## config.mk

```make
export PLATFORM = sky130hd
export DESIGN_NAME = dcd_top
export DESIGN_NICKNAME = d
export VERILOG_FILES = /design/src/verilog/dcd_pkg.sv /design/src/verilog/dcd_filter.sv /design/src/verilog/dcd_pulse.sv /design/src/verilog/dcd_top.sv
export SDC_FILE = /design/constraint.sdc
export NUM_CORES = 1
export LEC_CHECK = 0
export BUFFER_PORTS_ARGS = -buffer_cell sky130_fd_sc_hd__buf_2
export CAP_MARGIN = 20
export CORE_MARGIN = 4
export CORE_UTILIZATION = 55
export DETAILED_ROUTE_END_ITERATION = 10
export GPL_ROUTABILITY_DRIVEN = 0
export PLACE_DENSITY = 0.77
export RECOVER_POWER = 50
export SYNTH_ARGS = -nofsm -noshare
export SYNTH_HDL_FRONTEND = slang
export SYNTH_SLANG_ARGS = --single-unit
```

## constraint.sdc

```tcl
create_clock -name sys_clk -period 6.1 [get_ports sys_clk]
set_input_delay 0.61 -clock sys_clk [delete_from_list [all_inputs] [get_ports sys_clk]]
set_output_delay 0.61 -clock sys_clk [all_outputs]
set_load 0.02 [all_outputs]
```

## src/verilog/dcd_pkg.sv

```systemverilog
/*
 * holds the shared constants and carrier structs of the discrete command decoder.
 * assumes one control clock at 10 MHz and a synchronous active-high reset.
 */
package dcd_pkg;
   localparam int N_IN = 8;                         // number of discrete inputs
   localparam int REF_W = 16;                       // speed reference width
   localparam int CLK_HZ = 10_000_000;              // control clock rate
   localparam int DEB_US = 1_000;                   // debounce settle time in microseconds
   localparam int DEB_CYC = DEB_US * (CLK_HZ / 1_000_000); // settle time in cycles
   localparam int RST_PULSE_CYC = 16;               // alarm reset pulse length in cycles
   localparam logic [REF_W-1:0] REF_RST = 16'h0000; // speed reference after reset
   // input positions in the discrete input vector
   localparam int IN_ISO = 0;                       // droop/isochronous select
   localparam int IN_ARST = 1;                      // alarm reset
   localparam int IN_SFO = 2;                       // speed fail override
   localparam int IN_DYN2 = 3;                      // second dynamics select
   localparam int IN_RAISE = 4;                     // raise speed
   localparam int IN_LOWER = 5;                     // lower speed
   localparam int IN_RATED = 6;                     // rated speed
   localparam int IN_RUN = 7;                       // close to run

   // speed reference settings from configuration
   typedef struct packed {
      logic [REF_W-1:0] raise_rate;                 // raise step per tick
      logic [REF_W-1:0] lower_rate;                 // lower step per tick
      logic [REF_W-1:0] raise_max;                  // raise speed limit
      logic [REF_W-1:0] lower_min;                  // lower speed limit
      logic [REF_W-1:0] rated;                      // rated speed point
      logic [REF_W-1:0] idle;                       // idle speed point
      logic [REF_W-1:0] accel_rate;                 // step toward rated
      logic [REF_W-1:0] decel_rate;                 // step toward idle
   } dcd_ref_cfg_s;

   // decoded control states
   typedef struct packed {
      logic droop;                                  // droop mode active
      logic iso;                                    // isochronous, bias input used
      logic dyn2;                                   // second dynamics set
      logic sfo_override;                           // speed loss shutdown overridden
      logic speed_fail_shutdown;                    // shutdown for lost speed
      logic remote_ref_en;                          // remote reference enabled
      logic alarm_clear;                            // alarm clear pulse
   } dcd_ctl_s;
endpackage

```

## src/verilog/dcd_filter.sv

```systemverilog
/*
 * holds a two-stage synchroniser and settle-time debounce for one discrete input.
 * assumes a contact level that may bounce and arrives asynchronously.
 */
`timescale 1ns/10ps
module dcd_filter #(
   parameter int SETTLE = dcd_pkg::DEB_CYC
) (
   input wire logic sys_clk,
   input wire logic rst,
   input wire logic raw,
   output logic clean
);
   // all state of the filter
   typedef struct packed {
      logic s1;                                     // first sync stage
      logic s2;                                     // second sync stage
      logic [15:0] cnt;                             // settle counter
      logic out;                                    // filtered level
   } dcd_flt_s;
   dcd_flt_s st_r;
   dcd_flt_s st_nxt;

   // next state: count while the synced level differs from output
   always_comb begin
      st_nxt = st_r;
      st_nxt.s1 = raw;
      st_nxt.s2 = st_r.s1;
      if (st_r.s2 == st_r.out) begin
         st_nxt.cnt = 16'h0000;                     // agree, restart settle
      end else if (st_r.cnt >= 16'(SETTLE - 1)) begin
         st_nxt.out = st_r.s2;                      // settled, accept  R25
         st_nxt.cnt = 16'h0000;
      end else begin
         st_nxt.cnt = st_r.cnt + 16'h0001;
      end
   end

   // register the state
   always_ff @(posedge sys_clk) begin
      if (rst) begin
         st_r <= '0;
      end else begin
         st_r <= st_nxt;
      end
   end

   assign clean = st_r.out;
endmodule

```

## src/verilog/dcd_pulse.sv

```systemverilog
/*
 * holds the alarm reset one-shot: rising edge of the merged request gives a fixed pulse.
 * assumes the request level is already synchronous and filtered.
 */
`timescale 1ns/10ps
module dcd_pulse #(
   parameter int LEN = dcd_pkg::RST_PULSE_CYC
) (
   input wire logic sys_clk,
   input wire logic rst,
   input wire logic req,
   output logic pulse
);
   // all state of the one-shot
   typedef struct packed {
      logic armed;                                  // seen low since last pulse
      logic [7:0] cnt;                              // remaining pulse cycles
      logic out;                                    // pulse output
   } dcd_pls_s;
   dcd_pls_s st_r;
   dcd_pls_s st_nxt;

   // next state of the one-shot
   always_comb begin
      st_nxt = st_r;
      if (!req) begin
         st_nxt.armed = 1'b1;                       // re-arm only when low  R09
      end
      if (req && st_r.armed) begin
         st_nxt.armed = 1'b0;                       // edge caught  R26
         st_nxt.cnt = 8'(LEN - 1);
         st_nxt.out = 1'b1;
      end else if (st_r.cnt != 8'h00) begin
         st_nxt.cnt = st_r.cnt - 8'h01;
      end else begin
         st_nxt.out = 1'b0;                         // limited length  R08
      end
   end

   // register the state; armed low at reset so a held request does not fire
   always_ff @(posedge sys_clk) begin
      if (rst) begin
         st_r <= '0;
      end else begin
         st_r <= st_nxt;
      end
   end

   assign pulse = st_r.out;
endmodule

```

## src/verilog/dcd_top.sv

```systemverilog
/*
 * holds the discrete command decoder top: input filtering, lamps, mode decode,
 * alarm reset merge and latch clearing, speed fail override and speed reference ramp.
 * assumes contact inputs, serial and software reset levels, and configuration
 * values come in as plain ports clocked by sys_clk.
 */
// Summary of operation
// closed contact reads true, open false
// lamp lit while input is true
// mode input false selects droop
// mode input true selects isochronous bias
// raise and lower move reference in droop
// reset request clears every latching alarm
// clear only alarms whose condition is normal
// reset applies only a short interval
// rearm only after input returns false
// serial ports and software switch also reset
// override true suppresses speed loss shutdown
// override false shuts down on both lost
// dynamics input picks second or first set
// raise true ramps reference up at rate
// raise stops at configured upper limit
// raise ignored while rated is deselected
// raise released holds present reference
// raise and lower together enable remote
// override kept false in direct acting
// override held true in reverse acting
// breaker aux opened whenever mode false
// no raise with load sharing breaker closed; the code raises whatever the breaker_aux_input level
// lower ramps down to lower limit
// rated ramps to rated, else idle
// inputs synchronised and debounced before use
// fixed length pulse on reset edge
`timescale 1ns/10ps
module dcd_top #(
   parameter int N_ALM = 8,                         // number of latching alarms
   parameter int SETTLE = dcd_pkg::DEB_CYC,         // debounce settle cycles
   parameter int RAMP_DIV = 1_000                   // cycles per ramp tick
) (
   input wire logic sys_clk,
   input wire logic rst,
   input wire logic [dcd_pkg::N_IN-1:0] din_raw,    // contact levels, high when closed
   input wire logic serial_port_one_reset,          // reset command from first serial port
   input wire logic serial_port_two_reset,          // reset command from second serial port
   input wire logic sw_reset,                       // reset software switch
   input wire logic [N_ALM-1:0] alarm_cond,         // alarm conditions present
   input wire logic speed_a_lost,                   // first speed sensor lost
   input wire logic speed_b_lost,                   // second speed sensor lost
   input wire dcd_pkg::dcd_ref_cfg_s ref_cfg,       // reference settings
   output logic [dcd_pkg::N_IN-1:0] lamp,           // per input indicators
   output dcd_pkg::dcd_ctl_s ctl,                   // decoded control states
   output logic breaker_aux_input,                  // load sharing enable, open in droop
   output logic [N_ALM-1:0] alarm_latched,          // latched alarms
   output logic [dcd_pkg::REF_W-1:0] speed_ref,     // speed reference
   output logic fuel_run                            // fuel allowed
);
   localparam int W = dcd_pkg::REF_W;

   // all top-level state
   typedef struct packed {
      logic [dcd_pkg::N_IN-1:0] lamp;               // lamp drive
      dcd_pkg::dcd_ctl_s ctl;                       // control states
      logic bkr;                                    // breaker aux drive
      logic [N_ALM-1:0] alm;                        // latched alarms
      logic [W-1:0] sref;                           // speed reference
      logic to_rated;                               // ramp to rated still owed
      logic [15:0] tick_cnt;                        // ramp tick divider
      logic run;                                    // fuel allowed
   } dcd_top_s;
   dcd_top_s st_r;
   dcd_top_s st_nxt;

   logic [dcd_pkg::N_IN-1:0] din;                   // filtered inputs
   logic reset_req;                                 // merged reset request level
   logic clr_pulse;                                 // alarm clear pulse

   // one filter per discrete input
   genvar gi;
   generate
      for (gi = 0; gi < dcd_pkg::N_IN; gi++) begin : g_flt
         dcd_filter #(
            .SETTLE(SETTLE)
         ) u_flt (
            .sys_clk(sys_clk),
            .rst(rst),
            .raw(din_raw[gi]),                      // high when closed  R01
            .clean(din[gi])
         );
      end
   endgenerate

   // any reset source triggers the request
   assign reset_req = din[dcd_pkg::IN_ARST] | serial_port_one_reset
      | serial_port_two_reset | sw_reset;

   // one-shot on the merged request
   dcd_pulse #(
      .LEN(dcd_pkg::RST_PULSE_CYC)
   ) u_pulse (
      .sys_clk(sys_clk),
      .rst(rst),
      .req(reset_req),
      .pulse(clr_pulse)
   );

   // saturating step helpers
   function automatic logic [W-1:0] step_up(input logic [W-1:0] v, input logic [W-1:0] d,
         input logic [W-1:0] lim);
      logic [W:0] s;
      s = {1'b0, v} + {1'b0, d};
      if (v >= lim) begin
         step_up = v;
      end else if (s > {1'b0, lim}) begin
         step_up = lim;
      end else begin
         step_up = s[W-1:0];
      end
   endfunction

   function automatic logic [W-1:0] step_dn(input logic [W-1:0] v, input logic [W-1:0] d,
         input logic [W-1:0] lim);
      logic [W:0] s;
      s = {1'b0, v} - {1'b0, d};
      if (v <= lim) begin
         step_dn = v;
      end else if (s[W] || s[W-1:0] < lim) begin
         step_dn = lim;
      end else begin
         step_dn = s[W-1:0];
      end
   endfunction

   // next state of the decoder
   always_comb begin
      logic tick;
      logic raise;
      logic lower;
      logic rated;
      tick = 1'b0;
      raise = din[dcd_pkg::IN_RAISE];
      lower = din[dcd_pkg::IN_LOWER];
      rated = din[dcd_pkg::IN_RATED];
      st_nxt = st_r;
      st_nxt.lamp = din;
      st_nxt.ctl.droop = ~din[dcd_pkg::IN_ISO];
      st_nxt.ctl.iso = din[dcd_pkg::IN_ISO];
      st_nxt.bkr = din[dcd_pkg::IN_ISO];            // load sharing off in droop
      st_nxt.ctl.dyn2 = din[dcd_pkg::IN_DYN2];
      st_nxt.ctl.sfo_override = din[dcd_pkg::IN_SFO];
      st_nxt.ctl.speed_fail_shutdown = ~din[dcd_pkg::IN_SFO]
         & speed_a_lost & speed_b_lost;
      st_nxt.ctl.remote_ref_en = raise & lower;
      st_nxt.ctl.alarm_clear = clr_pulse;
      st_nxt.run = din[dcd_pkg::IN_RUN];
      // rated ramp is owed from each return of rated until raise or lower takes over
      if (!rated) begin
         st_nxt.to_rated = 1'b1;                    // rated off re-arms the ramp  R24
      end else if (raise || lower) begin
         st_nxt.to_rated = 1'b0;                    // manual command owns the reference  R05
      end
      // alarms: set wins; clear only where condition is normal
      for (int i = 0; i < N_ALM; i++) begin
         if (alarm_cond[i]) begin
            st_nxt.alm[i] = 1'b1;
         end else if (clr_pulse) begin
            st_nxt.alm[i] = 1'b0;
         end
      end
      // ramp tick divider
      if (st_r.tick_cnt >= 16'(RAMP_DIV - 1)) begin
         st_nxt.tick_cnt = 16'h0000;
         tick = 1'b1;
      end else begin
         st_nxt.tick_cnt = st_r.tick_cnt + 16'h0001;
      end
      // speed reference ramp
      if (tick) begin
         if (!rated) begin
            // rated off takes control from raise and lower  R16
            st_nxt.sref = (st_r.sref > ref_cfg.idle)
               ? step_dn(st_r.sref, ref_cfg.decel_rate, ref_cfg.idle)
               : step_up(st_r.sref, ref_cfg.decel_rate, ref_cfg.idle);
         end else if (raise && lower) begin
            st_nxt.sref = st_r.sref;                // remote mode, hold
         end else if (raise) begin
            st_nxt.sref = step_up(st_r.sref, ref_cfg.raise_rate,
               ref_cfg.raise_max);
         end else if (lower) begin
            st_nxt.sref = step_dn(st_r.sref, ref_cfg.lower_rate,
               ref_cfg.lower_min);
         end else if (st_r.to_rated) begin
            // move toward the rated point from either side, then sit on it
            st_nxt.sref = (st_r.sref > ref_cfg.rated)
               ? step_dn(st_r.sref, ref_cfg.accel_rate, ref_cfg.rated)
               : step_up(st_r.sref, ref_cfg.accel_rate, ref_cfg.rated);
         end else begin
            st_nxt.sref = st_r.sref;                // hold when released  R17
         end
         // reference never above the raise limit  R15
         if (st_nxt.sref > ref_cfg.raise_max) begin
            st_nxt.sref = ref_cfg.raise_max;
         end
      end
   end

   // register the state
   always_ff @(posedge sys_clk) begin
      if (rst) begin
         st_r <= '0;
      end else begin
         st_r <= st_nxt;
      end
   end

   // outputs straight from the state register
   assign lamp = st_r.lamp;
   assign ctl = st_r.ctl;
   assign breaker_aux_input = st_r.bkr;
   assign alarm_latched = st_r.alm;
   assign speed_ref = st_r.sref;
   assign fuel_run = st_r.run;
endmodule

```

## Word level (Yosys, flattened, before mapping)

Index checks and enable logic that the tools add are counted.

| operators by class | value |
|---|---|
| mux-type cells | 36 |
| shifts and indexed selects | 0 |
| equality and inequality tests | 10 |
| multipliers | 0 |
| bitwise gates (word level) | 16 |
| add/subtract/negate cells | 16 |
| divide/modulo/power cells | 0 |
| reduce and logical (&&, ||, !) cells | 34 |
| magnitude comparators | 24 |

Operators with widths:

| cell | number |
|---|---|
| two-way mux 16 bit | 21 |
| adder 16 x 1 -> 16 bit, second input constant | 9 |
| greater-or-equal comparator 16 x 14 -> 1 bit, second input constant | 8 |
| adder 16 x 16 -> 17 bit | 3 |
| greater-than comparator 17 x 16 -> 1 bit | 3 |
| subtractor 16 x 16 -> 17 bit | 3 |
| greater-or-equal comparator 16 bit | 3 |
| greater-than comparator 16 bit | 3 |
| less-or-equal comparator 16 bit | 3 |
| < comparator 16 bit | 3 |
| OR reduction 3 bit | 8 |
| nonzero test 2 bit | 9 |
| greater-or-equal comparator 16 x 10 -> 1 bit, second input constant | 1 |
| AND reduction 2 bit | 8 |
| two-way mux 1 bit | 13 |
| inverter 1 bit | 10 |
| == test 1 bit | 8 |
| nonzero test 8 bit | 1 |
| subtractor 8 x 1 -> 8 bit, second input constant | 1 |
| two-way mux 5 bit | 1 |
| logical OR 1 bit | 4 |
| two-way mux 4 bit | 1 |
| OR reduction 2 bit | 2 |
| bitwise AND 1 bit | 3 |
| 4 further kinds | 7 |

| storage, ports and cells | value |
|---|---|
| latch bits | 0 |
| bits in read-only memories | 0 |
| memories | 0 |
| memory bits (writable) | 0 |
| bits in registers | 219 |

## Depth between registers and ports, before layout

Gate-level depths: netlist (run 1).

| logic depth | value |
|---|---|
| word-level depth | 14 |
| mapped depth | 35 |
| mapped depth without buffers | 32 |

## Hierarchy

Synthesis (run 1) repeated with hierarchy kept, for this count alone.

| second synthesis, totals | value |
|---|---|
| cells, all modules | 2565 |
| area total of the unflattened synthesis | 19996.7 µm² |

Modules (own cells, without submodules):

| module | times used | seq. area each (µm²) | area an instance (µm²) | cells an instance |
|---|---|---|---|---|
| dcd_top | 1 | 1061.0 | 13271.5 | 1804 |
| dcd_filter | 8 | 380.4 | 778.2 | 88 |
| dcd_pulse | 1 | 200.2 | 499.2 | 57 |

## Worst setup path after synthesis (run 1)

Ideal clock, no wire load.

| path | value |
|---|---|
| kind | reg-to-reg |
| start | reg st_r (netlist bit speed_ref[1]) |
| end | reg st_r (netlist bit speed_ref[15]) |
| arrival time | 6.372 ns |
| required time | 5.956 ns |
| cell stages (with the launch flop) | 32 |
| library setup time | 0.144 ns |
| path slack | -0.416 ns |
| path buffers | 2 |
| clock period less this slack | 6.516 ns |
| path through | dfxtp_1 ha_1 a211oi_1 nor2_1 or4b_1 a22o_1 o21a_1 or3_1 and2_1 ha_1 a2111oi_0 o21ai_0 nor2_1 a211oi_1 nor2_2 clkbuf_1 nor2_1 a21oi_1 a31oi_1 o211ai_1 nand2_1 ha_1 nor2b_1 o21a_1 o21a_1 o211ai_1 a311oi_1 o221ai_1 inv_1 clkbuf_1 nor2_1 a311oi_2 |

| on the way | value |
|---|---|
| cells in the longest elaborated chain, start to end | 14 |
| elaborated cells between the ends (all ways) | 45 |
| classes of those cells | add/sub (6); order compare (15); mux (21); reduce/logical (3) |

RTL lines:

| what | line | RTL |
|---|---|---|
| start: declaration | dcd_top.sv:70 | `dcd_top_s st_r;` |
| start signal: assignment | dcd_top.sv:211 | `st_r <= st_nxt;` |
| subtractor 16 x 16 -> 17 bit | dcd_top.sv:123 | `s = {1'b0, v} - {1'b0, d};` |
| < comparator 16 bit | dcd_top.sv:126 | `end else if (s[W] \|\| s[W-1:0] < lim) begin` |
| logical OR 1 bit | dcd_top.sv:126 |  |
| two-way mux 16 bit | dcd_top.sv:126 |  |
| two-way mux 16 bit | dcd_top.sv:124 | `if (v <= lim) begin` |
| two-way mux 16 bit | dcd_top.sv:194 | `? step_dn(st_r.sref, ref_cfg.accel_rate, ref_cfg.rated)` |
| two-way mux 16 bit | dcd_top.sv:191 | `end else if (st_r.to_rated) begin` |
| two-way mux 16 bit | dcd_top.sv:188 | `end else if (lower) begin` |
| two-way mux 16 bit | dcd_top.sv:185 | `end else if (raise) begin` |
| two-way mux 16 bit | dcd_top.sv:183 | `end else if (raise && lower) begin` |
| two-way mux 16 bit * | dcd_top.sv:178 | `if (!rated) begin` |
| two-way mux 16 bit * | dcd_top.sv:177 | `if (tick) begin` |
| greater-than comparator 16 bit | dcd_top.sv:200 | `if (st_nxt.sref > ref_cfg.raise_max) begin` |
| two-way mux 16 bit * | dcd_top.sv:200 |  |

Mark *: on every way between the ends. The rest lies on a longest branch, timed or not. The select of a mux whose other input is x is not followed.
A chain may end at the register's enable or synchronous reset.

## Worst setup path after layout (run 1)

| path | value |
|---|---|
| start | reg st_r (netlist bit speed_ref[0]) |
| end | reg st_r (netlist bit speed_ref[12]) |

The elaborated chain is that of the path after synthesis.

==> results.tsv, run 1 <==
stage	metric	value	unit
status	outcome	complete, but fails checks	
status	violations	setup timing	
routing	drt_first_iter_violations	2356	
yosys	synthTopCellsByArea	dfxtp_1 22%, ha_1 18%, nor2_1 6.4%	
final_layout	area_growth	32.4	%
final_layout	layout-drive-gt1-share	28.4	%
final_layout	n_fill_cell	2419	
worst_setup_path	path_max_fanout	8	
final_layout	mostFrequentLayoutCells	443 x buf_4, 326 x nor2_1, 263 x ha_1	
global_routing	grt_max_degree	37	
routing	viasPerCell	6.23	
worst_setup_path	critPathSlowestCell	fa_2	
worst_setup_path	critPathLaunchType	flop	
sta	skew	12.9	ps
sta	fin_ws	-725	ps
final_layout	multiInputGateArea	14800	um^2
floorplanning	die_w	197	um
yosys	syn_inst	2504	
global_routing	grt_pass1_vias	22100	
worst_setup_path	cp-end-kind	flop	
yosys	synth_edf_count	0	
yosys	ys_types	99	
sta	min_period	6820	ps
worst_setup_path	critPathKind	reg -> reg	
power_and_ir_drop	power.leakage	12.2	nW
sta	finalCritPeriodShare	112	%
power_and_ir_drop	vdd_ir_drop_max	295	uV
clocking	cts_tree	built	
yosys	syn_area	19500	um^2
worst_setup_path	max_stage_delay	360	ps
final_layout	regArea	4320	um^2
sta	final_hold_viol_count	0	
floorplanning	die_h	197	um
power_and_ir_drop	power_density	542	nW/um^2
global_routing	grt_first_pass_wirelength	110	mm
clocking	numCtsBuffers	22	
routing	antenna_left	0	
yosys	ys.flop_type	dfxtp_1	
final_layout	layout.nets	3538	
floorplanning	dieArea	38600	um^2
sta	maxSlewViolCount	0	
floorplanning	rows	68	
floorplanning	start_util	56.2	%
sta	fmax	0.147	GHz
floorplanning	core	34800	um^2
worst_setup_path	cp_data_arrival_time	7200	ps
sta	rsz0062_at_grt	true	
routing	drc	0	
clocking	root_buffer	clkbuf_16	
clocking	clkTransAtPathRegs	70	ps
sta	tns	-10470	ps
yosys	synth_area_per_cell	7.81	um^2
sta	max_slew_margin	33.5	%
routing	drtPass1Iterations	9	
placed_design	place_hpwl	54.0	mm
clocking	insertion_delay	510	ps
worst_setup_path	worst_path_most_repeated_cell	buf_4	
yosys	ys_ff_latch	215	
sta	holdWs	307	ps
routing	via_count	22300	
clocking	cts_sinks	215	
routing	drt_wl_total	73.8	mm
routing	drt-wirelength-per-cell	20.6	um
flow_run	cap_violations	0	
placed_design	port_buffers	191	
clocking	clk_path_buf_depth	3	
yosys	synth_seq_area_share	22.0	%
worst_setup_path	critPathRequiredTime	6470	ps
floorplanning	ios	192	
yosys	async_reset_ff_share	0	%
hold_path	hold_class	in -> reg	
yosys	yosys.area.top_type	dfxtp_1	
global_routing	globalRouteOverflowTotal	0	
placed_design	pre_cts_ws	-838	ps
yosys	yosysTopAreaCellShare	22.0	%
sta	setup_viol	16	
power_and_ir_drop	p_total	14.0	mW
global_routing	track_usage	34.3	%
yosys	synth-warning-count	0	
final_layout	layout_commonest_cell	buf_4	
global_routing	antenna_found_initial	5	
clocking	htree_num_levels	1	
sta	tightest_slew	995	ps
## state kept, by name, summed over array words and instances (netlist names)
signal,flops
alarm_latched,8
ctl,4
g_flt.u_flt.clean,8
g_flt.u_flt.st_nxt,8
g_flt.u_flt.st_r,136
lamp,8
speed_ref,16
st_r,17
u_pulse.pulse,1
u_pulse.st_r,9
## cell families after synthesis
kind of cell	after synthesis	share of synthesized area [%]
fa+ha+maj	285	18.5
mux	30	1.58
simple gates	885	21.7
other cells	1	0.0192
buf+inv	294	6.84
compound gates	617	21.4
xor+xnor	177	7.93
flops	215	22.0
## Yosys cell counts, types with 23 or more instances
cell type and instances:
clkbuf_1 42, inv_1 178, a21oi_1 147, ha_1 279, a21o_1 35, o21ai_0 121
xnor2_1 110, o211ai_1 29, a31oi_1 32, a211oi_1 45, nor2_1 331, buf_4 42
nand3_1 97, dfxtp_1 215, o21a_1 32, xor2_1 67, and3_1 44, nor2b_1 43
mux2i_1 23, nand2_1 169, nand4_1 40, nor3_1 40
## report_power, final
part	internal (mW)	switching, mW	total, mW
Sequential	1.51	0.135	1.65
Combinational	5.17	5.82	11.0
Clock	0.797	0.574	1.37
## metal layers
layer / routed length [um] / vias to the layer above / global-route usage (%)
li1: - / 10100 / -
met1: 26500 / 10200 / 40.6
met2: 32800 / 1467 / 57.0
met3: 7960 / 514 / 6.55
met4: 6560 / 0 / 22.1
met5: 0 / - / 0
## worst paths after layout
| path | end | from | slack [ps] | depth (start not counted) |
|---|---|---|---|---|
| setup / recovery | speed_ref[12]$_SDFFE_PP0P_ | speed_ref[0]$_SDFFE_PP0P_ | -720 | 34 |
| hold / removal | alarm_latched[2]$_SDFFE_PP0P_ | alarm_cond[2] | 310 | 3 |
| setup reg to reg | speed_ref[12]$_SDFFE_PP0P_ | speed_ref[0]$_SDFFE_PP0P_ | -720 | 34 |
| hold reg to reg | g_flt[7].u_flt.st_r[1]$_SDFF_PP0_ | g_flt[7].u_flt.st_r[1]$_SDFF_PP0_ | 440 | 1 |
## repair_timing
item                                    in CTS  in global routing
hold buffers                                 0                  0
endpoints found under the setup margin      16                 16
hold endpoints to repair                     0                  0
gates resized for setup                     84                128
setup buffers                               37                 28
pin swaps                                   59                 95
gates cloned                                 2                  0
## layout make-up
| cell class | count | area share, % |
|---|---|---|
| Clock inverter | 10 | 0.498 |
| Tap cell | 455 | 2.20 |
| Multi-Input combinational cell | 2017 | 57.4 |
| Clock buffer | 29 | 2.35 |
| Antenna cell | 6 | 0.0580 |
| Timing Repair Buffer | 663 | 18.1 |
| Sequential cell | 215 | 16.7 |
| Inverter | 183 | 2.67 |
## worst max-delay path, delay by kind of cell, from the launching register on
family,cells,cell delay (ps)
AOI/OAI and AO/OA,11,1970
and+or+nand+nor,10,1750
buffers and inverters,9,1420
adders and majority gates,4,1210
DFF,1,330
## stage by stage
step	utilization [%]	cell area [um^2]	instances
4_1_cts	72.1	25100	3547
5_1_grt	74.3	25900	3577
6_report	74.3	25900	3578
3_5_place_dp	68.2	23700	3470
3_3_place_gp	68.2	23700	3470
2_1_floorplan	-	19700	2525
(Power assumes the default switching activity.)
==> run 2: changes to the inputs <==
Settings changed: BUFFER_PORTS_ARGS -buffer_cell sky130_fd_sc_hd__buf_2 to default, DONT_BUFFER_PORTS from default to 1, PLACE_DENSITY 0.77 to 0.72.
==> run 2 against run 1 <==
  * Non-clock buffer count decreased by 254
  * Critical path depth decreased by 1
  * Largest power group unchanged
  * The flow still finishes with violations (setup timing)
  * Sequential cell count unchanged
  * Via count decreased by 7.4%
  * Combinational power decreased by 6%
  * Count of clock-buffer cells in the layout decreased by 2
  * Critical path type unchanged
  * Final cell count decreased by 7.3%
  * Sequential power about the same
  * Clock skew increased by 4.2 ps
  * Die area unchanged
  * Routed wire length decreased by 6.8%
  * Register-to-register slack improved by 160 ps
==> results.tsv, run 2 (synthesis results as in run 1) <==
stage	metric	value	unit	change
power_and_ir_drop	vdd_ir_drop_max	279	uV	-5.6%
final_layout	layout-drive-gt1-share	21.7	%	-6.7 points
floorplanning	core	34800	um^2	unchanged
worst_setup_path	critical-path-top-delay-family	compound AO/OA/AOI/OAI gates		
routing	antenna_left	0		unchanged
clocking	root_buffer	clkbuf_16		
worst_setup_path	critPathBufInv	8		-1
worst_setup_path	cp_data_arrival_time	7070	ps	-130 ps
sta	fin_ws	-566	ps	+159 ps
global_routing	grt_max_degree	71		+92%
clocking	cts_hold_repair.buffers	0		unchanged
power_and_ir_drop	p_total	13.3	mW	-4.9%
final_layout	layout_commonest_cell	buf_4		
routing	drt_wl_total	68.8	mm	-6.8%
final_layout	final_cells	3318		-7.3%
clocking	clkTransAtPathRegs	60	ps	about the same
status	violations	setup timing		
worst_setup_path	max_stage_delay	400	ps	+40 ps
global_routing	track_usage	32.6	%	-1.7 points
routing	drtPass1Iterations	7		-2
sta	fmax	0.150	GHz	+2.4%
clocking	clk_path_buf_depth	3		unchanged
clocking	htree_num_levels	1		unchanged
worst_setup_path	path_max_fanout	8		unchanged
floorplanning	dieArea	38600	um^2	unchanged
sta	final_hold_viol_count	0		unchanged
floorplanning	rows	68		unchanged
final_layout	layout.nets	3284		-7.2%
worst_setup_path	cp-end-kind	flop		
sta	maxSlewViolCount	0		unchanged
global_routing	globalRouteOverflowTotal	0		unchanged
global_routing	antenna_found_initial	2		-3
hold_path	hold_class	in -> reg		
routing	drt_first_iter_violations	2301		-2.3%
sta	finalCritPeriodShare	109	%	-2.6 points
global_routing	grt_first_pass_wirelength	103	mm	-5.7%
final_layout	area_growth	24.6	%	
sta	setup_viol	16		unchanged
floorplanning	die_h	197	um	unchanged
routing	drc	0		unchanged
final_layout	mostFrequentLayoutCells	379 x buf_4, 326 x nor2_1, 269 x ha_1		
floorplanning	start_util	56.2	%	unchanged
worst_setup_path	worst_path_most_repeated_cell	buf_4		
power_and_ir_drop	power_density	547	nW/um^2	+0.97%
clocking	numCtsBuffers	21		-4.5%
clocking	insertion_delay	510	ps	about the same
worst_setup_path	critPathSlowestCell	a311o_1		
placed_design	dp_cells	3223		-7.1%
placed_design	port_buffers	0		-100%
sta	rsz0062_at_grt	true		
worst_setup_path	critPathRequiredTime	6500	ps	+30 ps
sta	tightest_slew	1380	ps	+381 ps
power_and_ir_drop	power.leakage	11.1	nW	-9.2%
final_layout	largest_reg_flops	136		unchanged
routing	drt-wirelength-per-cell	20.7	um	+0.45%
clocking	cts_sinks	215		unchanged
floorplanning	die_w	197	um	unchanged
routing	viasPerCell	6.22		-0.13%
floorplanning	ios	192		unchanged
clocking	cts_tree	built		
final_layout	final_area	24400	um^2	-5.8%
placed_design	place_hpwl	52.5	mm	-2.8%
flow_run	cap_violations	0		unchanged
final_layout	final_core_util	70.0	%	-4.3 points
sta	holdWs	180	ps	-127 ps
sta	skew	17.2	ps	+4.23 ps
status	outcome	complete, but fails checks		
worst_setup_path	critPathKind	reg -> reg		
final_layout	largest-register	g_flt.u_flt.st_r		
sta	max_slew_margin	8.30	%	-25 points
sta	min_period	6670	ps	-159 ps
routing	via_count	20600		-7.4%
worst_setup_path	critPathLaunchType	flop		
global_routing	grt_pass1_vias	20200		-8.8%
placed_design	place_area	22400	um^2	-5.8%
[run 2: changes by cell type in the layout (fill, tap and decap cells not counted), sizes merged]
cell / change
inv: -1
buf: -259
diode: -5
nor2: +1
bufinv: +1
clkbuf: +3
[run 2: final cells by class]
type | instances | area, um^2
multi-input cells | 2018 | 14800
fillers | 2663 | 10400
flip-flops and latches | 215 | 4320
repair buffers | 409 | 3240
inverters | 183 | 687
clock buffers | 27 | 578
well taps | 455 | 569
clock inverters | 10 | 135
diodes | 1 | 2.50
[run 2: through the flow]
| stage | setup TNS, ps | worst slack [ps] |
|---|---|---|
| CTS | -5190 | -389 |
| global placement | -6540 | -467 |
| floorplan | 0 | 2.80 |
| finish | -8400 | -566 |
| global route | -11120 | -748 |
| detailed placement | -11810 | -810 |
[run 2: path summary, 6_finish.rpt]
check                           cells after the start                            startpoint  slack [ps]                            endpoint
worst max register to register                     33             speed_ref[5]$_SDFFE_PP0P_        -570           speed_ref[5]$_SDFFE_PP0P_
worst min register to register                      1  g_flt[4].u_flt.st_nxt[17]$_SDFF_PP0_         440  g_flt[4].u_flt.st_r[17]$_SDFF_PP0_
worst max-delay path                               33             speed_ref[5]$_SDFFE_PP0P_        -570           speed_ref[5]$_SDFFE_PP0P_
worst min-delay path                                1                                   rst         180  g_flt[3].u_flt.st_r[17]$_SDFF_PP0_
[run 2: metal layers]
layer / vias to the layer above / GRT usage (%) / share of wire, %
met3: 384 / 7.56 / 10
li1: 9615 / - / -
met5: - / 0 / 0.039
met1: 9495 / 38.8 / 37
met2: 1146 / 54.4 / 45
met4: 4 / 18.0 / 7.7
[run 2: power breakdown]
part	internal [mW]	total, mW	leakage (nW)	switching (mW)
Sequential	1.51	1.65	1.76	0.143
Combinational	4.81	10.3	8.95	5.50
Clock	0.800	1.35	0.351	0.554
Total	7.12	13.3	11.1	6.20
[run 2: repair_timing]
| item | 4_1_cts | 5_1_grt |
|---|---|---|
| pin swaps | 48 | 77 |
| buffers inserted | 19 | 36 |
| endpoints found under the setup margin | 16 | 16 |
| gates cloned | 2 | 1 |
| hold endpoints to repair | 0 | 0 |
| resized for setup | 70 | 134 |
[run 2: worst register-to-register path: cells and delay by family, from the launching register on]
family / cells / cell delay, ps
simple gates: 7 / 1280
flops: 1 / 340
fa+ha+maj: 3 / 710
compound gates: 15 / 3150
buf+inv: 8 / 1130
